--- src/verilog/copy_mgmt_map.vh ---
// register offsets, field positions, line numbers and codes of the inserter
`ifndef COPY_MGMT_MAP_VH
`define COPY_MGMT_MAP_VH

// ----------------------------------------------------------------------
// register offsets
// ----------------------------------------------------------------------
`define OFS_EDHD_COPY_CONTROL 8'h32
`define OFS_COPY_DATA_0 8'h41
`define OFS_COPY_DATA_1 8'h42
`define OFS_COPY_DATA_2 8'h43
`define OFS_TYPEB_FIRST 8'h5e
`define OFS_TYPEB_LAST 8'h6e
`define OFS_SD_COPY_CONTROL_DATA 8'h99
`define OFS_SD_COPY_DATA_1 8'h9a
`define OFS_SD_COPY_DATA_2 8'h9b

// ----------------------------------------------------------------------
// reset values
// ----------------------------------------------------------------------
`define RST_REG 8'h00

// ----------------------------------------------------------------------
// field positions
// ----------------------------------------------------------------------
`define BIT_EDHD_ENABLE 6
`define BIT_EDHD_CRC 7
`define BIT_TYPEB_ENABLE 0
`define BIT_TYPEB_CRC 1
`define BIT_SD_CRC 4
`define BIT_SD_ODD 5
`define BIT_SD_EVEN 6
`define TYPEB_HDR_HI 7
`define TYPEB_HDR_LO 2

// ----------------------------------------------------------------------
// packet sizes and check sequence
// ----------------------------------------------------------------------
`define PLAIN_BITS 8'h14
`define PLAIN_PAYLOAD_BITS 8'h0e
`define TYPEB_BITS 8'h86
`define TYPEB_PAYLOAD_BITS 8'h80
`define CRC_PRESET 6'h3f

// ----------------------------------------------------------------------
// video format codes
// ----------------------------------------------------------------------
`define FMT_SD 3'h0
`define FMT_525P 3'h1
`define FMT_625P 3'h2
`define FMT_720P 3'h3
`define FMT_1080I 3'h4

// ----------------------------------------------------------------------
// insertion lines
// ----------------------------------------------------------------------
`define LINE_SD_ODD 11'h014
`define LINE_SD_EVEN 11'h11b
`define LINE_525P_PLAIN 11'h029
`define LINE_525P_TYPEB 11'h028
`define LINE_625P_PLAIN 11'h02b
`define LINE_720P_PLAIN 11'h018
`define LINE_720P_TYPEB 11'h017
`define LINE_1080I_PLAIN_A 11'h013
`define LINE_1080I_PLAIN_B 11'h246
`define LINE_1080I_TYPEB_A 11'h012
`define LINE_1080I_TYPEB_B 11'h245

`endif

--- src/verilog/copy_bit_serializer.v ---
// serializer that sends a latched packet lowest bit first
`timescale 1ns/100ps
module copy_bit_serializer
(
  input wire clk_sys,
  input wire sys_rst,
  input wire clkEn,
  input wire load,
  input wire [133:0] packetIn,
  input wire [7:0] lengthIn,
  input wire withRef,
  input wire bitTick,
  output reg bitValid,
  output reg bitData,
  output reg refPulse,
  output wire busy
);

  // --------------------------------------------------------------------
  // shift state
  // --------------------------------------------------------------------
  reg [133:0] shiftReg;
  reg [7:0] bitsLeft;
  reg refPending;

  assign busy = (bitsLeft != 8'h00) || refPending;

  always @(posedge clk_sys or posedge sys_rst)
  begin
    if (sys_rst)
    begin
      shiftReg <= 134'h0;
      bitsLeft <= 8'h00;
      refPending <= 1'b0;
      bitValid <= 1'b0;
      bitData <= 1'b0;
      refPulse <= 1'b0;
    end
    else if (clkEn)
    begin
      if (load)
      begin
        shiftReg <= packetIn;
        bitsLeft <= lengthIn;
        refPending <= withRef;
        bitValid <= 1'b0;
        bitData <= 1'b0;
        refPulse <= 1'b0;
      end
      else if (bitTick)
      begin
        if (refPending)
        begin
          // reference pulse: same level and length as one data bit
          refPending <= 1'b0;
          bitValid <= 1'b1;
          bitData <= 1'b1;
          refPulse <= 1'b1;
        end
        else if (bitsLeft != 8'h00)
        begin
          bitValid <= 1'b1;
          bitData <= shiftReg[0];
          refPulse <= 1'b0;
          shiftReg <= {1'b0, shiftReg[133:1]};
          bitsLeft <= bitsLeft - 8'h01;
        end
        else
        begin
          bitValid <= 1'b0;
          bitData <= 1'b0;
          refPulse <= 1'b0;
        end
      end
    end
  end

endmodule // copy_bit_serializer

--- src/verilog/vbi_copy_mgmt_inserter.v ---
// copy management packet inserter for the vertical blanking interval
// Functional notes
// - SD packet goes on line 20 of odd fields and line 283 of even.
// - SD control bits 6:5 choose odd fields, even fields or both.
// - SD packet is sent only in NTSC operation, suppressed otherwise.
// - The plain packet is exactly 20 data bits.
// - A reference pulse one bit long and high precedes the SD packet.
// - ED/HD enable in 525p inserts the 20-bit packet on line 41.
// - Type B enable in 525p inserts the Type B packet on line 40.
// - ED/HD enable in 625p uses line 43, data from data 1 and 2.
// - ED/HD enable in 720p places the 20-bit packet on line 24.
// - ED/HD enable in 1080i places the packet on lines 19 and 582.
// - Type B enable in 720p places the Type B packet on line 23.
// - Type B enable in 1080i uses lines 18 and 581.
// - 525p and HD plain packets come from copy data 0 to 2.
// - Type B packets come from the register range 0x5E to 0x6E.
// - CRC enable replaces top six plain bits with CRC of low fourteen.
// - Check uses polynomial x^6+x+1, preset all ones.
// - CRC disabled: all twenty bits come straight from registers, but 625p sends the top four as zero.
// - Type B CRC enable: top six bits from 128 lower, 134 bits out.
// - Type B CRC disabled: all 134 bits come from registers.
`timescale 1ns/100ps
`include "copy_mgmt_map.vh"
module vbi_copy_mgmt_inserter
(
  input wire clk_sys,
  input wire sys_rst,
  input wire clkEn,
  input wire regWrEn,
  input wire [7:0] regAddr,
  input wire [7:0] regWrData,
  output reg [7:0] regRdData,
  input wire [2:0] videoFormat,
  input wire sdNtsc,
  input wire lineStart,
  input wire [10:0] lineNum,
  input wire evenField,
  input wire bitTick,
  output wire packetBitValid,
  output wire packetBit,
  output wire refPulse,
  output wire insertBusy
);

  // --------------------------------------------------------------------
  // check sequence helpers
  // --------------------------------------------------------------------
  // one step of x^6 + x + 1, fed with the bit that goes out next
  function [5:0] crcStep;
    input [5:0] crc;
    input din;
    reg fb;
    begin
      fb = crc[5] ^ din;
      crcStep = {crc[4:0], fb} ^ {4'h0, fb, 1'b0};
    end
  endfunction

  // check value over the first n bits of d, lowest bit first
  function [5:0] crcOf;
    input [127:0] d;
    input [7:0] n;
    integer i;
    reg [5:0] c;
    begin
      c = `CRC_PRESET;
      for (i = 0; i < 128; i = i + 1)
      begin
        if (i < n)
          c = crcStep(c, d[i]);
      end
      crcOf = c;
    end
  endfunction

  // first check bit sent is the top bit of the shift register
  function [5:0] crcOrder;
    input [5:0] c;
    begin
      crcOrder = {c[0], c[1], c[2], c[3], c[4], c[5]};
    end
  endfunction

  // --------------------------------------------------------------------
  // registers
  // --------------------------------------------------------------------
  reg [7:0] edhdCopyControl;
  reg [7:0] copyData0;
  reg [7:0] copyData1;
  reg [7:0] copyData2;
  reg [7:0] typeb [0:16];
  reg [7:0] sdCopyControlData;
  reg [7:0] sdCopyData1;
  reg [7:0] sdCopyData2;
  reg [7:0] rdMux;
  wire typebHit;
  wire [4:0] typebIdx;
  integer k;
  integer m;

  assign typebHit = (regAddr >= `OFS_TYPEB_FIRST) &&
                    (regAddr <= `OFS_TYPEB_LAST);
  assign typebIdx = regAddr[4:0] - 5'h1e;

  always @(posedge clk_sys or posedge sys_rst)
  begin
    if (sys_rst)
    begin
      edhdCopyControl <= `RST_REG;
      copyData0 <= `RST_REG;
      copyData1 <= `RST_REG;
      copyData2 <= `RST_REG;
      sdCopyControlData <= `RST_REG;
      sdCopyData1 <= `RST_REG;
      sdCopyData2 <= `RST_REG;
      for (k = 0; k < 17; k = k + 1)
        typeb[k] <= `RST_REG;
    end
    else if (clkEn && regWrEn)
    begin
      case (regAddr)
        `OFS_EDHD_COPY_CONTROL: edhdCopyControl <= regWrData;
        `OFS_COPY_DATA_0: copyData0 <= regWrData;
        `OFS_COPY_DATA_1: copyData1 <= regWrData;
        `OFS_COPY_DATA_2: copyData2 <= regWrData;
        `OFS_SD_COPY_CONTROL_DATA: sdCopyControlData <= regWrData;
        `OFS_SD_COPY_DATA_1: sdCopyData1 <= regWrData;
        `OFS_SD_COPY_DATA_2: sdCopyData2 <= regWrData;
        default:
        begin
          if (typebHit)
            typeb[typebIdx] <= regWrData;
        end
      endcase
    end
  end

  always @*
  begin
    case (regAddr)
      `OFS_EDHD_COPY_CONTROL: rdMux = edhdCopyControl;
      `OFS_COPY_DATA_0: rdMux = copyData0;
      `OFS_COPY_DATA_1: rdMux = copyData1;
      `OFS_COPY_DATA_2: rdMux = copyData2;
      `OFS_SD_COPY_CONTROL_DATA: rdMux = sdCopyControlData;
      `OFS_SD_COPY_DATA_1: rdMux = sdCopyData1;
      `OFS_SD_COPY_DATA_2: rdMux = sdCopyData2;
      default: rdMux = typebHit ? typeb[typebIdx] : 8'h00;
    endcase
  end

  always @(posedge clk_sys or posedge sys_rst)
  begin
    if (sys_rst)
      regRdData <= 8'h00;
    else if (clkEn)
      regRdData <= rdMux;
  end

  // --------------------------------------------------------------------
  // line decode
  // --------------------------------------------------------------------
  wire edhdEnable;
  wire edhdCrc;
  wire typebEnable;
  wire typebCrc;
  wire sdCrc;
  reg plainLine;
  reg typebLine;
  reg sdLine;

  assign edhdEnable = edhdCopyControl[`BIT_EDHD_ENABLE];
  assign edhdCrc = edhdCopyControl[`BIT_EDHD_CRC];
  assign typebEnable = typeb[0][`BIT_TYPEB_ENABLE];
  assign typebCrc = typeb[0][`BIT_TYPEB_CRC];
  assign sdCrc = sdCopyControlData[`BIT_SD_CRC];

  always @*
  begin
    plainLine = 1'b0;
    typebLine = 1'b0;
    sdLine = 1'b0;
    case (videoFormat)
      `FMT_SD:
      begin
        sdLine = sdNtsc &&
          ((!evenField && sdCopyControlData[`BIT_SD_ODD] &&
            lineNum == `LINE_SD_ODD) ||
           (evenField && sdCopyControlData[`BIT_SD_EVEN] &&
            lineNum == `LINE_SD_EVEN));
      end
      `FMT_525P:
      begin
        plainLine = edhdEnable && lineNum == `LINE_525P_PLAIN;
        typebLine = typebEnable && lineNum == `LINE_525P_TYPEB;
      end
      `FMT_625P:
        plainLine = edhdEnable && lineNum == `LINE_625P_PLAIN;
      `FMT_720P:
      begin
        plainLine = edhdEnable && lineNum == `LINE_720P_PLAIN;
        typebLine = typebEnable && lineNum == `LINE_720P_TYPEB;
      end
      `FMT_1080I:
      begin
        plainLine = edhdEnable &&
          (lineNum == `LINE_1080I_PLAIN_A ||
           lineNum == `LINE_1080I_PLAIN_B);
        typebLine = typebEnable &&
          (lineNum == `LINE_1080I_TYPEB_A ||
           lineNum == `LINE_1080I_TYPEB_B);
      end
      default:
      begin
        plainLine = 1'b0;
        typebLine = 1'b0;
        sdLine = 1'b0;
      end
    endcase
  end

  // --------------------------------------------------------------------
  // packet assembly
  // --------------------------------------------------------------------
  wire [19:0] edhdRaw;
  wire [19:0] sdRaw;
  wire [19:0] plainRaw;
  wire plainCrcOn;
  wire [19:0] plainPacket;
  wire [133:0] typebRaw;
  wire [133:0] typebPacket;
  reg [127:0] typebPayload;
  reg [133:0] next_packet;
  reg [7:0] next_length;
  reg next_withRef;
  wire loadPacket;

  // 625p ignores copy data 0
  assign edhdRaw = {(videoFormat == `FMT_625P) ? 4'h0 : copyData0[3:0],
                    copyData1, copyData2};
  assign sdRaw = {sdCopyControlData[3:0], sdCopyData1, sdCopyData2};
  assign plainRaw = (videoFormat == `FMT_SD) ? sdRaw : edhdRaw;
  assign plainCrcOn = (videoFormat == `FMT_SD) ? sdCrc : edhdCrc;

  // plain packet: 20 bits, check bits on top when enabled
  assign plainPacket = plainCrcOn ?
    {crcOrder(crcOf({114'h0, plainRaw[13:0]}, `PLAIN_PAYLOAD_BITS)),
     plainRaw[13:0]} :
    plainRaw;

  always @*
  begin
    typebPayload = 128'h0;
    for (m = 1; m < 17; m = m + 1)
      typebPayload[(m - 1) * 8 +: 8] = typeb[m];
  end

  // header bits from the control register sit under the payload
  assign typebRaw = {typebPayload,
    typeb[0][`TYPEB_HDR_HI:`TYPEB_HDR_LO]};
  assign typebPacket = typebCrc ?
    {crcOrder(crcOf(typebRaw[127:0], `TYPEB_PAYLOAD_BITS)),
     typebRaw[127:0]} :
    typebRaw;

  always @*
  begin
    next_packet = 134'h0;
    next_length = 8'h00;
    next_withRef = 1'b0;
    if (typebLine)
    begin
      next_packet = typebPacket;
      next_length = `TYPEB_BITS;
    end
    else if (plainLine || sdLine)
    begin
      next_packet = {114'h0, plainPacket};
      next_length = `PLAIN_BITS;
      next_withRef = sdLine;
    end
  end

  // contents are latched once, at the start of the line
  assign loadPacket = lineStart && (plainLine || typebLine || sdLine);

  // --------------------------------------------------------------------
  // serializer
  // --------------------------------------------------------------------
  copy_bit_serializer u_serializer
  (
    .clk_sys(clk_sys),
    .sys_rst(sys_rst),
    .clkEn(clkEn),
    .load(loadPacket),
    .packetIn(next_packet),
    .lengthIn(next_length),
    .withRef(next_withRef),
    .bitTick(bitTick),
    .bitValid(packetBitValid),
    .bitData(packetBit),
    .refPulse(refPulse),
    .busy(insertBusy)
  );

endmodule // vbi_copy_mgmt_inserter

--- config.mk ---
export PLATFORM = sky130hd
export DESIGN_NAME = vbi_copy_mgmt_inserter
export DESIGN_NICKNAME = d
export VERILOG_FILES = /design/src/verilog/copy_bit_serializer.v /design/src/verilog/vbi_copy_mgmt_inserter.v
export VERILOG_INCLUDE_DIRS = /design/src /design/src/verilog
export SDC_FILE = /design/constraint.sdc
export NUM_CORES = 1
export LEC_CHECK = 0
export ABC_CLOCK_PERIOD_IN_PS = 35000
export BUFFER_PORTS_ARGS = -buffer_cell sky130_fd_sc_hd__buf_2
export CAP_MARGIN = 5
export CORE_MARGIN = 8
export CORE_UTILIZATION = 68
export CTS_BUF_LIST = sky130_fd_sc_hd__clkbuf_16
export DETAILED_ROUTE_END_ITERATION = 12
export PLACE_DENSITY = 0.86
export SYNTH_ARGS = -nofsm -noshare
export SYNTH_HDL_FRONTEND = slang
export SYNTH_SLANG_ARGS = --single-unit
--- constraint.sdc ---
create_clock -name clk_sys -period 35 [get_ports clk_sys]
set_clock_uncertainty 0.05 [all_clocks]
set_input_delay 5.25 -clock clk_sys [delete_from_list [all_inputs] [get_ports clk_sys]]
set_output_delay 5.25 -clock clk_sys [all_outputs]
set_load 0.05 [all_outputs]
== Yosys cells after proc, flatten, opt, wreduce, memory -nomap -nowiden ==
Index checks and enable logic that the tools add are counted.

* Register bits: 346
* Output and inout port bits: 12

* $add $sub $neg: 2
* $lt $le $gt $ge: 4
* Equal/unequal tests: 23
* Mux-type cells: 43
* Bitwise gates (word level): 286
* Reduce and logical (&&, ||, !) cells: 39

{| class="wikitable"
|+ Operators with widths
! operator !! number
|-
| XOR 6 x 2 -> 6 bit || 142
|-
| two-way mux 134 bit || 6
|-
| XOR 1 bit || 140
|-
| bitwise mux 136 bit || 1
|-
| two-way mux 8 bit || 9
|-
| two-way mux 20 bit || 3
|-
| case mux 8 bit (7 select lines) || 1
|-
| == test 11 x 5 -> 1 bit, second input constant || 5
|-
| binary-select mux 8 bit (select 5 bit) || 1
|-
| demux 8 bit (select 5 bit) || 1
|-
| == test 11 x 6 -> 1 bit, second input constant || 3
|-
| == test 8 x 7 -> 1 bit, second input constant || 3
|-
| == test 8 bit, second input constant || 3
|-
| == test 11 x 10 -> 1 bit, second input constant || 2
|-
| two-way mux 1 bit || 17
|-
| logical AND 1 bit || 16
|-
| AND reduction 2 bit || 8
|-
| == test 11 x 9 -> 1 bit, second input constant || 1
|-
| == test 8 x 6 -> 1 bit, second input constant || 1
|-
| greater-or-equal comparator 8 x 7 -> 1 bit, second input constant || 1
|-
| less-or-equal comparator 8 x 7 -> 1 bit, second input constant || 1
|-
| nonzero test 8 bit || 1
|-
| subtractor 8 x 1 -> 8 bit, second input constant || 1
|-
| logical OR 1 bit || 7
|-
| 19 further kinds || 23
|}

== Logic depth before layout (Yosys ltp) ==
Gate-level depths: netlist of run 1.

* Depth in word-level cells: 259
* Depth in mapped cells: 16
* Gate-level depth less buffers: 14

== By module ==
A second synthesis of run 1 with hierarchy kept.

* Cells, all modules: 1,867
* Area total of the unflattened synthesis: 21,087.7 sq um

{| class="wikitable"
|+ Modules (own cells, without submodules)
! module !! times used !! cells an instance !! area an instance (sq um) !! seq. area each (sq um)
|-
| vbi_copy_mgmt_inserter || 1 || 1,194 || 14,158.6 || 5,004.8
|-
| copy_bit_serializer || 1 || 673 || 6,929.1 || 3,653.5
|}

== Worst setup path before layout of run 1 ==
Ideal clock, no wire load.

* Kind: input port to flip-flop
* From: in lineNum[6]
* To: reg u_serializer.shiftReg[32]
* Setup time: 126 ps
* Arrival: 8,120 ps
* Data required time: 34,824 ps
* Slack: 26,704 ps
* Stages on the path: 13
* Buffers on the path: 4
* Cell sequence: or3_1 a2111oi_0 nand3_1 nand2_1 a41o_1 clkbuf_1 o21ai_1 and3_1 and2_1 clkbuf_1 clkbuf_1 buf_1 a221o_1

* Longest elaborated chain between the ends: 9
* Elaborated cells on any way between the ends: 36
* Classes of those cells: eq/ne: 12; mux: 5; reduce/logical: 19

{| class="wikitable"
|+ RTL lines
! item !! RTL line !! source
|-
| start, declared || vbi_copy_mgmt_inserter.v:36 || <nowiki>input wire [10:0] lineNum,</nowiki>
|-
| == test 11 x 5 -> 1 bit (no line), or another cell as far along || -- ||
|-
| logical OR 1 bit (no line) or logical AND 1 bit (tied branches) || -- ||
|-
| logical AND 1 bit, or another cell as far along || vbi_copy_mgmt_inserter.v:206 || <nowiki>plainLine = edhdEnable &&</nowiki>
|-
| case mux 1 bit (4 select lines), or another cell as far along || vbi_copy_mgmt_inserter.v:183 || <nowiki>case (videoFormat)</nowiki>
|-
| logical OR 1 bit or two-way mux 1 bit (tied branches) || vbi_copy_mgmt_inserter.v:285, vbi_copy_mgmt_inserter.v:183 ||
|-
| logical OR 1 bit || vbi_copy_mgmt_inserter.v:285 || <nowiki>assign loadPacket = lineStart && (plainLine || typebLine || sdLine);</nowiki>
|-
| logical AND 1 bit || vbi_copy_mgmt_inserter.v:285 ||
|-
| inequality test 2 bit (no line) or nonzero test 2 bit (tied branches) || -- ||
|-
| AND reduction 4 bit (no line) || -- ||
|-
| end signal, assigned || copy_bit_serializer.v:43 || <nowiki>shiftReg <= packetIn;</nowiki>
|-
| end signal, assigned || copy_bit_serializer.v:65 || <nowiki>shiftReg <= {1'b0, shiftReg[133:1]};</nowiki>
|-
| end, declared || copy_bit_serializer.v:22 || <nowiki>reg [133:0] shiftReg;</nowiki>
|}

Parallel ways exist; a longest one is shown, timed or not.
A chain may end at the register's enable or synchronous reset.

== Worst setup path in the final report of run 1 ==
* From: in videoFormat[2]
* To: reg u_serializer.bitsLeft[7]

* Longest elaborated chain between the ends: 7
* Elaborated cells on any way between the ends: 17
* Classes of those cells: eq/ne: 5; mux: 5; reduce/logical: 7

{| class="wikitable"
|+ RTL lines
! item !! RTL line !! source
|-
| start, declared || vbi_copy_mgmt_inserter.v:33 || <nowiki>input wire [2:0] videoFormat,</nowiki>
|-
| == test 3 bit, or another cell as far along || vbi_copy_mgmt_inserter.v:183 ||
|-
| case mux 1 bit (4 select lines) or case mux 1 bit (3 select lines) (tied branches) || vbi_copy_mgmt_inserter.v:183 ||
|-
| logical OR 1 bit (2 in series) || vbi_copy_mgmt_inserter.v:285 ||
|-
| logical AND 1 bit || vbi_copy_mgmt_inserter.v:285 ||
|-
| inequality test 2 bit (no line) or nonzero test 2 bit (tied branches) || -- ||
|-
| AND reduction 4 bit (no line) || -- ||
|-
| end signal, assigned || copy_bit_serializer.v:44 || <nowiki>bitsLeft <= lengthIn;</nowiki>
|-
| end signal, assigned || copy_bit_serializer.v:66 || <nowiki>bitsLeft <= bitsLeft - 8'h01;</nowiki>
|-
| end, declared || copy_bit_serializer.v:23 || <nowiki>reg [7:0] bitsLeft;</nowiki>
|}

Parallel ways exist; a longest one is shown, timed or not.

==> impl_metrics.sql, run 1 <==
INSERT INTO impl_metrics (metric_group, metric, value, unit) VALUES
('setup_path', 'category_of_the_worst_setup_path_launch_point', 'input pin', ''),
('synth', 'synth.cell_area', '19700', 'um^2'),
('route', 'post-route-drc-count', '0', ''),
('cts', 'cts_buffers', '37', ''),
('timing', 'layout_setup_ws', '25.24', 'ns'),
('global_routing', 'grt_use_met1', '42.0', '%'),
('finish', 'drive_gt1_share', '21.7', '%'),
('global_routing', 'global_route_usage_over_all_layers', '31.3', '%'),
('global_routing', 'global_route.usage.met2', '49.1', '%'),
('timing', 'maxSlewViolCount', '0', ''),
('route', 'detail-route-antenna-nets', '0', ''),
('timing', 'worst_slew_margin_rel', '14.0', '%'),
('global_routing', 'grt-busiest-layer', 'met2', ''),
('setup_path', 'arrival', '10.10', 'ns'),
('floorplan', 'die_area', '34700', 'um^2'),
('global_routing', 'grt_pass1_wl', '84200', 'um'),
('synth', 'synth_edf_count', '0', ''),
('route', 'first_drt_iteration_drcs', '1990', ''),
('setup_path', 'path_class', 'input pin to register', ''),
('setup_path', 'cp_top_family', 'simple AND/OR/NAND/NOR gates', ''),
('place', 'count_of_port_buffers_added_during_placement', '49', ''),
('floorplan', 'floorplan.die.width', '186', 'um'),
('global_routing', 'grt_pass1_vias', '14892', ''),
('cts', 'cts_tree', 'done', ''),
('setup_path', 'worstSetupEndpointType', 'register', ''),
('timing', 'worst_tran_pin_value', '1.28', 'ns'),
('synth', 'yosys_warnings', '0', ''),
('setup_path', 'maximum_fanout_along_the_worst_path', '129', ''),
('cts', 'cts_resized', '0', ''),
('synth', 'syn_area_per_cell', '11.8', 'um^2'),
('cts', 'cts_num_sinks', '346', ''),
('cts', 'cts_root_buffer', 'clkbuf_16', ''),
('synth', 'yosysTopAreaCellShare', '43.9', '%'),
('synth', 'synth_fp_nets', '1709', ''),
('cts', 'clock_tree.htree_level_count', '2', ''),
('finish', 'layout-area-overhead-vs-synth', '8.02', '%'),
('finish', 'antennaDiodeCount', '0', ''),
('timing', 'rsz0062_at_grt', 'no', ''),
('cts', 'cts_buffer_depth', '3', ''),
('global_routing', 'antenna_found_initial', '0', ''),
('synth', 'share_of_async_settable_or_async_resettable_flops_after_synthesis', '100', '%'),
('global_routing', 'grt_start_max_net_pins', '137', ''),
('synth', 'sequential_fraction_of_the_synthesis_area', '43.9', '%'),
('cts', 'clk_pin_slew', '0.06', 'ns'),
('timing', 'setup_violations', '0', ''),
('synth', 'syn-instance-count', '1669', ''),
('global_routing', 'grt_use_met3', '6.99', '%'),
('timing', 'max_freq', '102', 'MHz'),
('timing', 'finalCritPeriodShare', '27.9', '%'),
('outcome', 'run_status', 'finished, final reports clean', ''),
('setup_path', 'cp.buffers_inverters', '2', ''),
('timing', 'post-route-min-period', '9.76', 'ns'),
('cts', 'clock_latency', '0.53', 'ns'),
('synth', 'top_cells_by_area_synth', 'dfrtp_1, mux2_2, xnor2_1, xnor3_1, a221o_1', ''),
('setup_path', 'slowest_stage_cell_crit_path', 'nor2_1', ''),
('floorplan', 'start_util', '68.8', '%'),
('floorplan', 'die_h', '186', 'um'),
('global_routing', 'grt_overflow', '0', ''),
('cts', 'cts_setup_buffers', '0', ''),
('synth', 'netlist.top_cell.by_area', 'dfrtp_1', ''),
('cts', 'cts_hold_buffers', '0', ''),
('timing', 'hold_violation_total_from_the_final_report', '0', ''),
('setup_path', 'timing.critical_path.mode_cell', 'nor3_1', ''),
('setup_path', 'delay_of_the_slowest_cell_on_the_worst_path', '0.81', 'ns'),
('place', 'finalWeightedCongestion', '0.969', ''),
('route', 'via_count', '14585', ''),
('worst_hold_path', 'hold_path_class', 'register to register', ''),
('route', 'route.detailed.vias_per_inst', '7.07', ''),
('synth', 'post_synth_num_cell_types', '57', ''),
('flow_run', 'max_cap_violations', '0', ''),
('synth', 'synth-main-ff-cell', 'dfrtp_1', ''),
('floorplan', 'boundaryPins', '50', ''),
('route', 'detailed_route_wire_length_per_cell', '25.9', 'um'),
('synth', 'ys_ff_latch', '346', ''),
('place', 'pre_cts_ws', '24.84', 'ns'),
('place', 'dp_hpwl', '35200', 'um'),
('timing', 'post_route_setup_tns', '0', 'ns'),
('floorplan', 'coreArea', '28600', 'um^2'),
('setup_path', 'critical_path.cell_chain', 'buf_2 > or2_2 > nor2_1 > nand3_1 > nor3_1 > a41o_1 > o21a_1 > o21a_2 > buf_4 > nand4_1 > nor3_1 > xor2_1 > a22o_1', ''),
('route', 'detailedRoute.firstPassIterationCount', '9', ''),
('floorplan', 'rows', '62', ''),
('finish', 'layout.nets', '1692', ''),
('setup_path', 'worst-endpoint-required', '35.34', 'ns'),
('route', 'postRouteWirelength', '53400', 'um');
[cells in the mapped netlist (4+ instances only)]
cell type  number
nor2_1         57
a222oi_1        4
nor2b_1         6
nor4_1          4
nand3b_1        6
xnor3_2         4
o21a_1          5
mux2_2        200
o221ai_1        8
a211o_1         7
nand2_1       136
a31oi_1         5
xnor2_1       160
dfrtp_1       346
buf_1          12
mux2i_1         7
a221oi_1        8
nand2b_1        5
a22oi_1         9
o22ai_1         7
o21ai_0        73
a41oi_1         5
and2_1          5
xor2_1         58
xor3_1          4
a21oi_1        27
or3_1           4
nor3_1         12
a221o_1       112
nand3_1        31
mux4_2         32
clkbuf_1      106
xnor3_1        50
inv_1           9
and3_1        109
[through the flow]
stage	util (%)	instances	cell area (um^2)	hold WS (ns)
2_1_floorplan	-	1669	19700	0.395
3_3_place_gp	70.3	1997	20100	0.403
3_5_place_dp	70.3	1997	20100	0.419
4_1_cts	74.4	2063	21300	0.432
5_1_grt	74.4	2063	21300	0.464
6_report	74.4	2063	21300	0.423
[kinds of logic after synthesis]
kind of cell | share of synthesized area (%)
flops | 43.9
buf+inv | 2.42
xor+xnor | 17.2
mux | 15.4
compound gates | 11.3
fa+ha+maj | 0.127
simple gates | 9.58
[layer usage]
layer	wire length (um)	up-vias
met2	24700	937
met4	2390	0
met3	5410	210
met1	20900	7321
met5	0	-
li1	-	6117
[registers in the layout (all words and copies together), names as in the netlist]
signal,count
sdCopyControlData,8
sdCopyData2,8
typeb,136
regRdData,8
u_serializer.refPulse,1
copyData1,8
u_serializer.bitData,1
u_serializer.bitsLeft,8
edhdCopyControl,8
u_serializer.bitValid,1
u_serializer.shiftReg,134
copyData2,8
sdCopyData1,8
u_serializer.refPending,1
copyData0,8
[worst reg2reg max path, stage by stage (launching register included)]
cell       delay, ns
dfrtp_1         0.52
xor3_2          0.50
xnor3_1         0.31
xnor3_2         0.50
xnor3_2         0.49
xnor2_4         0.22
xnor2_4         0.37
xnor2_4         0.19
xnor3_1         0.50
xnor3_2         0.44
xnor2_1         0.31
xnor3_1         0.52
xnor2_1         0.23
a2bb2oi_1       0.21
o21ai_0         0.13
[cells in the final DEF (no fill, tap or decap), drive strengths merged, types with 3 or more instances in the layout]
| cell type | count |
|---|---|
| mux2i | 7 |
| nand3b | 6 |
| bufinv | 3 |
| mux4 | 32 |
| a222oi | 4 |
| a221oi | 8 |
| a41oi | 5 |
| nand2b | 5 |
| and3 | 109 |
| nand3 | 31 |
| inv | 19 |
| and2 | 5 |
| or3 | 4 |
| a31oi | 5 |
| buf | 62 |
| a22oi | 9 |
| mux2 | 200 |
| clkbuf | 38 |
| a211o | 7 |
| nor4 | 4 |
| o221ai | 8 |
| nor2b | 6 |
| o22ai | 7 |
| a221o | 112 |
| nor2 | 57 |
| o311ai | 3 |
| a21oi | 27 |
| dfrtp | 346 |
| nand2 | 136 |
| clkinv | 14 |
| o21a | 5 |
| xnor2 | 166 |
| xor3 | 5 |
| nor3 | 12 |
| xor2 | 58 |
| o21ai | 76 |
| xnor3 | 54 |
[area by class of cell]
| class | count | area (um^2) |
|---|---|---|
| clock buffer | 38 | 951 |
| multi-input combinational | 1196 | 10600 |
| clock inverter | 28 | 219 |
| fill | 1800 | 7340 |
| sequential | 346 | 8660 |
| tap | 384 | 480 |
| inverter | 9 | 41.3 |
| timing repair buffer | 62 | 343 |
[worst paths after layout]
check | startpoint | endpoint | slack, ns | cells past startpoint
max reg2reg | typeb[134] | u_serializer.shiftReg[133] | 29.34 | 14
min in group asynchronous | sys_rst | u_serializer.shiftReg[32] | 4.90 | 2
min | u_serializer.shiftReg[5] | u_serializer.shiftReg[5] | 0.42 | 2
min reg2reg | u_serializer.shiftReg[5] | u_serializer.shiftReg[5] | 0.42 | 2
max in group asynchronous | sys_rst | typeb[47] | 28.45 | 3
max | videoFormat[2] | u_serializer.bitsLeft[7] | 25.24 | 13
Power of run 1 is left out: the tool's default activity adds up to more than one toggle a clock period on the data nets, which glitch-free logic cannot reach.
==> inputs of run 2 (changes only) <==
--- a/config.mk
+++ b/config.mk
@@ -6,14 +6,14 @@
 export SDC_FILE = /design/constraint.sdc
 export NUM_CORES = 1
 export LEC_CHECK = 0
-export ABC_CLOCK_PERIOD_IN_PS = 35000
+export ABC_CLOCK_PERIOD_IN_PS = 8200
 export BUFFER_PORTS_ARGS = -buffer_cell sky130_fd_sc_hd__buf_2
 export CAP_MARGIN = 5
 export CORE_MARGIN = 8
-export CORE_UTILIZATION = 68
+export CORE_UTILIZATION = 57
 export CTS_BUF_LIST = sky130_fd_sc_hd__clkbuf_16
 export DETAILED_ROUTE_END_ITERATION = 12
-export PLACE_DENSITY = 0.86
+export PLACE_DENSITY = 0.77
 export SYNTH_ARGS = -nofsm -noshare
 export SYNTH_HDL_FRONTEND = slang
 export SYNTH_SLANG_ARGS = --single-unit
==> constraint.sdc (replaced) <==
create_clock -name clk_sys -period 8.2 [get_ports clk_sys]
set_clock_uncertainty 0.05 [all_clocks]
set_input_delay 1.23 -clock clk_sys [delete_from_list [all_inputs] [get_ports clk_sys]]
set_output_delay 1.23 -clock clk_sys [all_outputs]
set_load 0.05 [all_outputs]
==> run 2 against run 1 <==
Effect of this change: worst setup slack worse by 23 ns; final cell count up 3.5%; cell area up 0.69%; via count down 3.6%; utilization down 12 points; sequential share of layout area down 0.28 points; count of clock-buffer cells in the layout up 1.
==> impl_metrics.sql, run 2 (synthesis results as in run 1) <==
INSERT INTO impl_metrics (metric_group, metric, value, unit) VALUES
('setup_path', 'timing.critical_path.mode_cell', 'xnor3_1', ''),
('cts', 'cts_buffer_depth', '3', ''),
('cts', 'cts_hold_buffers', '0', ''),
('cts', 'cts_root_buffer', 'clkbuf_16', ''),
('finish', 'registers.top_by_ff_count', 'typeb', ''),
('place', 'count_of_port_buffers_added_during_placement', '49', ''),
('place', 'placed_cells', '2070', ''),
('finish', 'final_cells', '2136', ''),
('global_routing', 'grt_start_max_net_pins', '133', ''),
('outcome', 'run_status', 'finished, final reports clean', ''),
('finish', 'final_core_utilization', '62.5', '%'),
('place', 'pre_cts_ws', '1.94', 'ns'),
('floorplan', 'die_h', '202', 'um'),
('floorplan', 'die_area', '40800', 'um^2'),
('finish', 'layout.nets', '1696', ''),
('timing', 'post-route-min-period', '5.63', 'ns'),
('finish', 'sequential_cell_area', '8660', 'um^2'),
('flow_run', 'max_cap_violations', '0', ''),
('setup_path', 'category_of_the_worst_setup_path_launch_point', 'register', ''),
('setup_path', 'delay_of_the_slowest_cell_on_the_worst_path', '0.52', 'ns'),
('finish', 'multi_input_comb_area', '10600', 'um^2'),
('setup_path', 'maximum_fanout_along_the_worst_path', '5', ''),
('cts', 'cts_buffers', '38', ''),
('global_routing', 'global_route_usage_over_all_layers', '25.5', '%'),
('finish', 'layout.cells.most_common', 'dfrtp_1', ''),
('place', 'finalWeightedCongestion', '0.948', ''),
('cts', 'clk_pin_slew', '0.06', 'ns'),
('finish', 'largest_register_ff_count', '136', ''),
('floorplan', 'coreArea', '34300', 'um^2'),
('timing', 'hold_violation_total_from_the_final_report', '0', ''),
('route', 'detailed_route_wire_length_per_cell', '24.4', 'um'),
('finish', 'most_used_cells_in_the_layout_excluding_fill_and_tap_cells', 'dfrtp_1, mux2_2, xnor2_1', ''),
('floorplan', 'rows', '68', ''),
('floorplan', 'start_util', '57.5', '%'),
('route', 'post-route-drc-count', '0', ''),
('place', 'dp_hpwl', '35300', 'um'),
('timing', 'setup_violations', '0', ''),
('finish', 'leading_registers_by_flop_count', 'typeb x136, u_serializer.shiftReg x134', ''),
('setup_path', 'worstSetupEndpointType', 'register', ''),
('timing', 'finalCritPeriodShare', '68.7', '%'),
('cts', 'cts_num_sinks', '346', ''),
('setup_path', 'cp_top_family', 'XOR/XNOR gates', ''),
('timing', 'rsz0062_at_grt', 'no', ''),
('global_routing', 'antenna_found_initial', '0', ''),
('cts', 'clock_latency', '0.55', 'ns'),
('global_routing', 'grt_pass1_wl', '82600', 'um'),
('cts', 'cts_tree', 'done', ''),
('global_routing', 'grt_overflow', '0', ''),
('timing', 'worst_tran_pin_value', '1.21', 'ns'),
('setup_path', 'path_class', 'register to register', ''),
('cts', 'cts_setup_buffers', '0', ''),
('finish', 'drive_gt1_share', '21.4', '%'),
('finish', 'antennaDiodeCount', '0', ''),
('finish', 'layout-area-overhead-vs-synth', '8.77', '%'),
('route', 'postRouteWirelength', '52100', 'um'),
('finish', 'final.fill_count', '2637', ''),
('global_routing', 'grt_pass1_vias', '14250', ''),
('setup_path', 'arrival', '6.07', 'ns'),
('floorplan', 'boundaryPins', '50', ''),
('floorplan', 'floorplan.die.width', '202', 'um'),
('route', 'via_count', '14067', ''),
('route', 'detailedRoute.firstPassIterationCount', '5', ''),
('worst_hold_path', 'hold_path_class', 'register to register', ''),
('timing', 'maxSlewViolCount', '0', ''),
('route', 'first_drt_iteration_drcs', '1404', ''),
('route', 'route.detailed.vias_per_inst', '6.59', ''),
('timing', 'worst_slew_margin_rel', '18.6', '%'),
('setup_path', 'cp.buffers_inverters', '0', ''),
('setup_path', 'worst-endpoint-required', '8.64', 'ns'),
('timing', 'post_route_setup_tns', '0', 'ns'),
('cts', 'clock_tree.htree_level_count', '2', ''),
('timing', 'max_freq', '178', 'MHz'),
('route', 'detail-route-antenna-nets', '0', ''),
('setup_path', 'critical_path.cell_chain', 'xor3_2 > xnor3_1 > xnor3_2 > xnor3_2 > xnor2_4 > xnor2_4 > xnor2_4 > xnor3_1 > xnor3_2 > xnor2_1 > xnor3_1 > xnor3_1 > nor2_1 > o22a_1', ''),
('cts', 'cts_resized', '0', ''),
('timing', 'layout_setup_ws', '2.57', 'ns'),
('setup_path', 'slowest_stage_cell_crit_path', 'xnor3_1', '');
-- run 2: layout make-up --
type / count / area share [%]
Tap cell: 455 / 2.66
Clock inverter: 26 / 0.975
Inverter: 9 / 0.175
Clock buffer: 39 / 4.55
Sequential cell: 346 / 40.4
Timing Repair Buffer: 65 / 1.82
Multi-Input combinational cell: 1196 / 49.4
-- run 2: worst paths after layout --
path | start | endpoint | slack (ns) | cells past startpoint
setup / recovery | typeb[134] | u_serializer.shiftReg[132] | 2.57 | 14
hold / removal | u_serializer.bitValid | u_serializer.bitValid | 0.42 | 2
setup reg to reg | typeb[134] | u_serializer.shiftReg[132] | 2.57 | 14
hold reg to reg | u_serializer.bitValid | u_serializer.bitValid | 0.42 | 2
max in group asynchronous | sys_rst | copyData0[0] | 5.60 | 4
min in group asynchronous | sys_rst | typeb[101] | 0.72 | 2
-- run 2: worst min-delay path: cells and delay by family (launching register included) --
kind,cells,cell delay [ns]
flip-flops,1,0.33
AND/OR/NAND/NOR,2,0.11
-- run 2: metrics by stage --
stage,hold slack [ns],instance area [um^2]
6_report,0.419,21400
5_1_grt,0.457,21400
3_5_place_dp,0.416,20200
2_1_floorplan,0.395,19700
4_1_cts,0.429,21400
3_3_place_gp,0.403,20200
-- run 2: routing by layer --
| layer | GRT usage [%] | up-vias | part of all wire, % |
|---|---|---|---|
| li1 | - | 6139 | - |
| met1 | 35.3 | 7162 | 43 |
| met2 | 39.4 | 619 | 46 |
| met3 | 4.23 | 147 | 7.3 |
| met4 | 10.9 | 0 | 4.2 |
| met5 | 0 | - | 0 |
Power of run 2 is left out for the same reason.
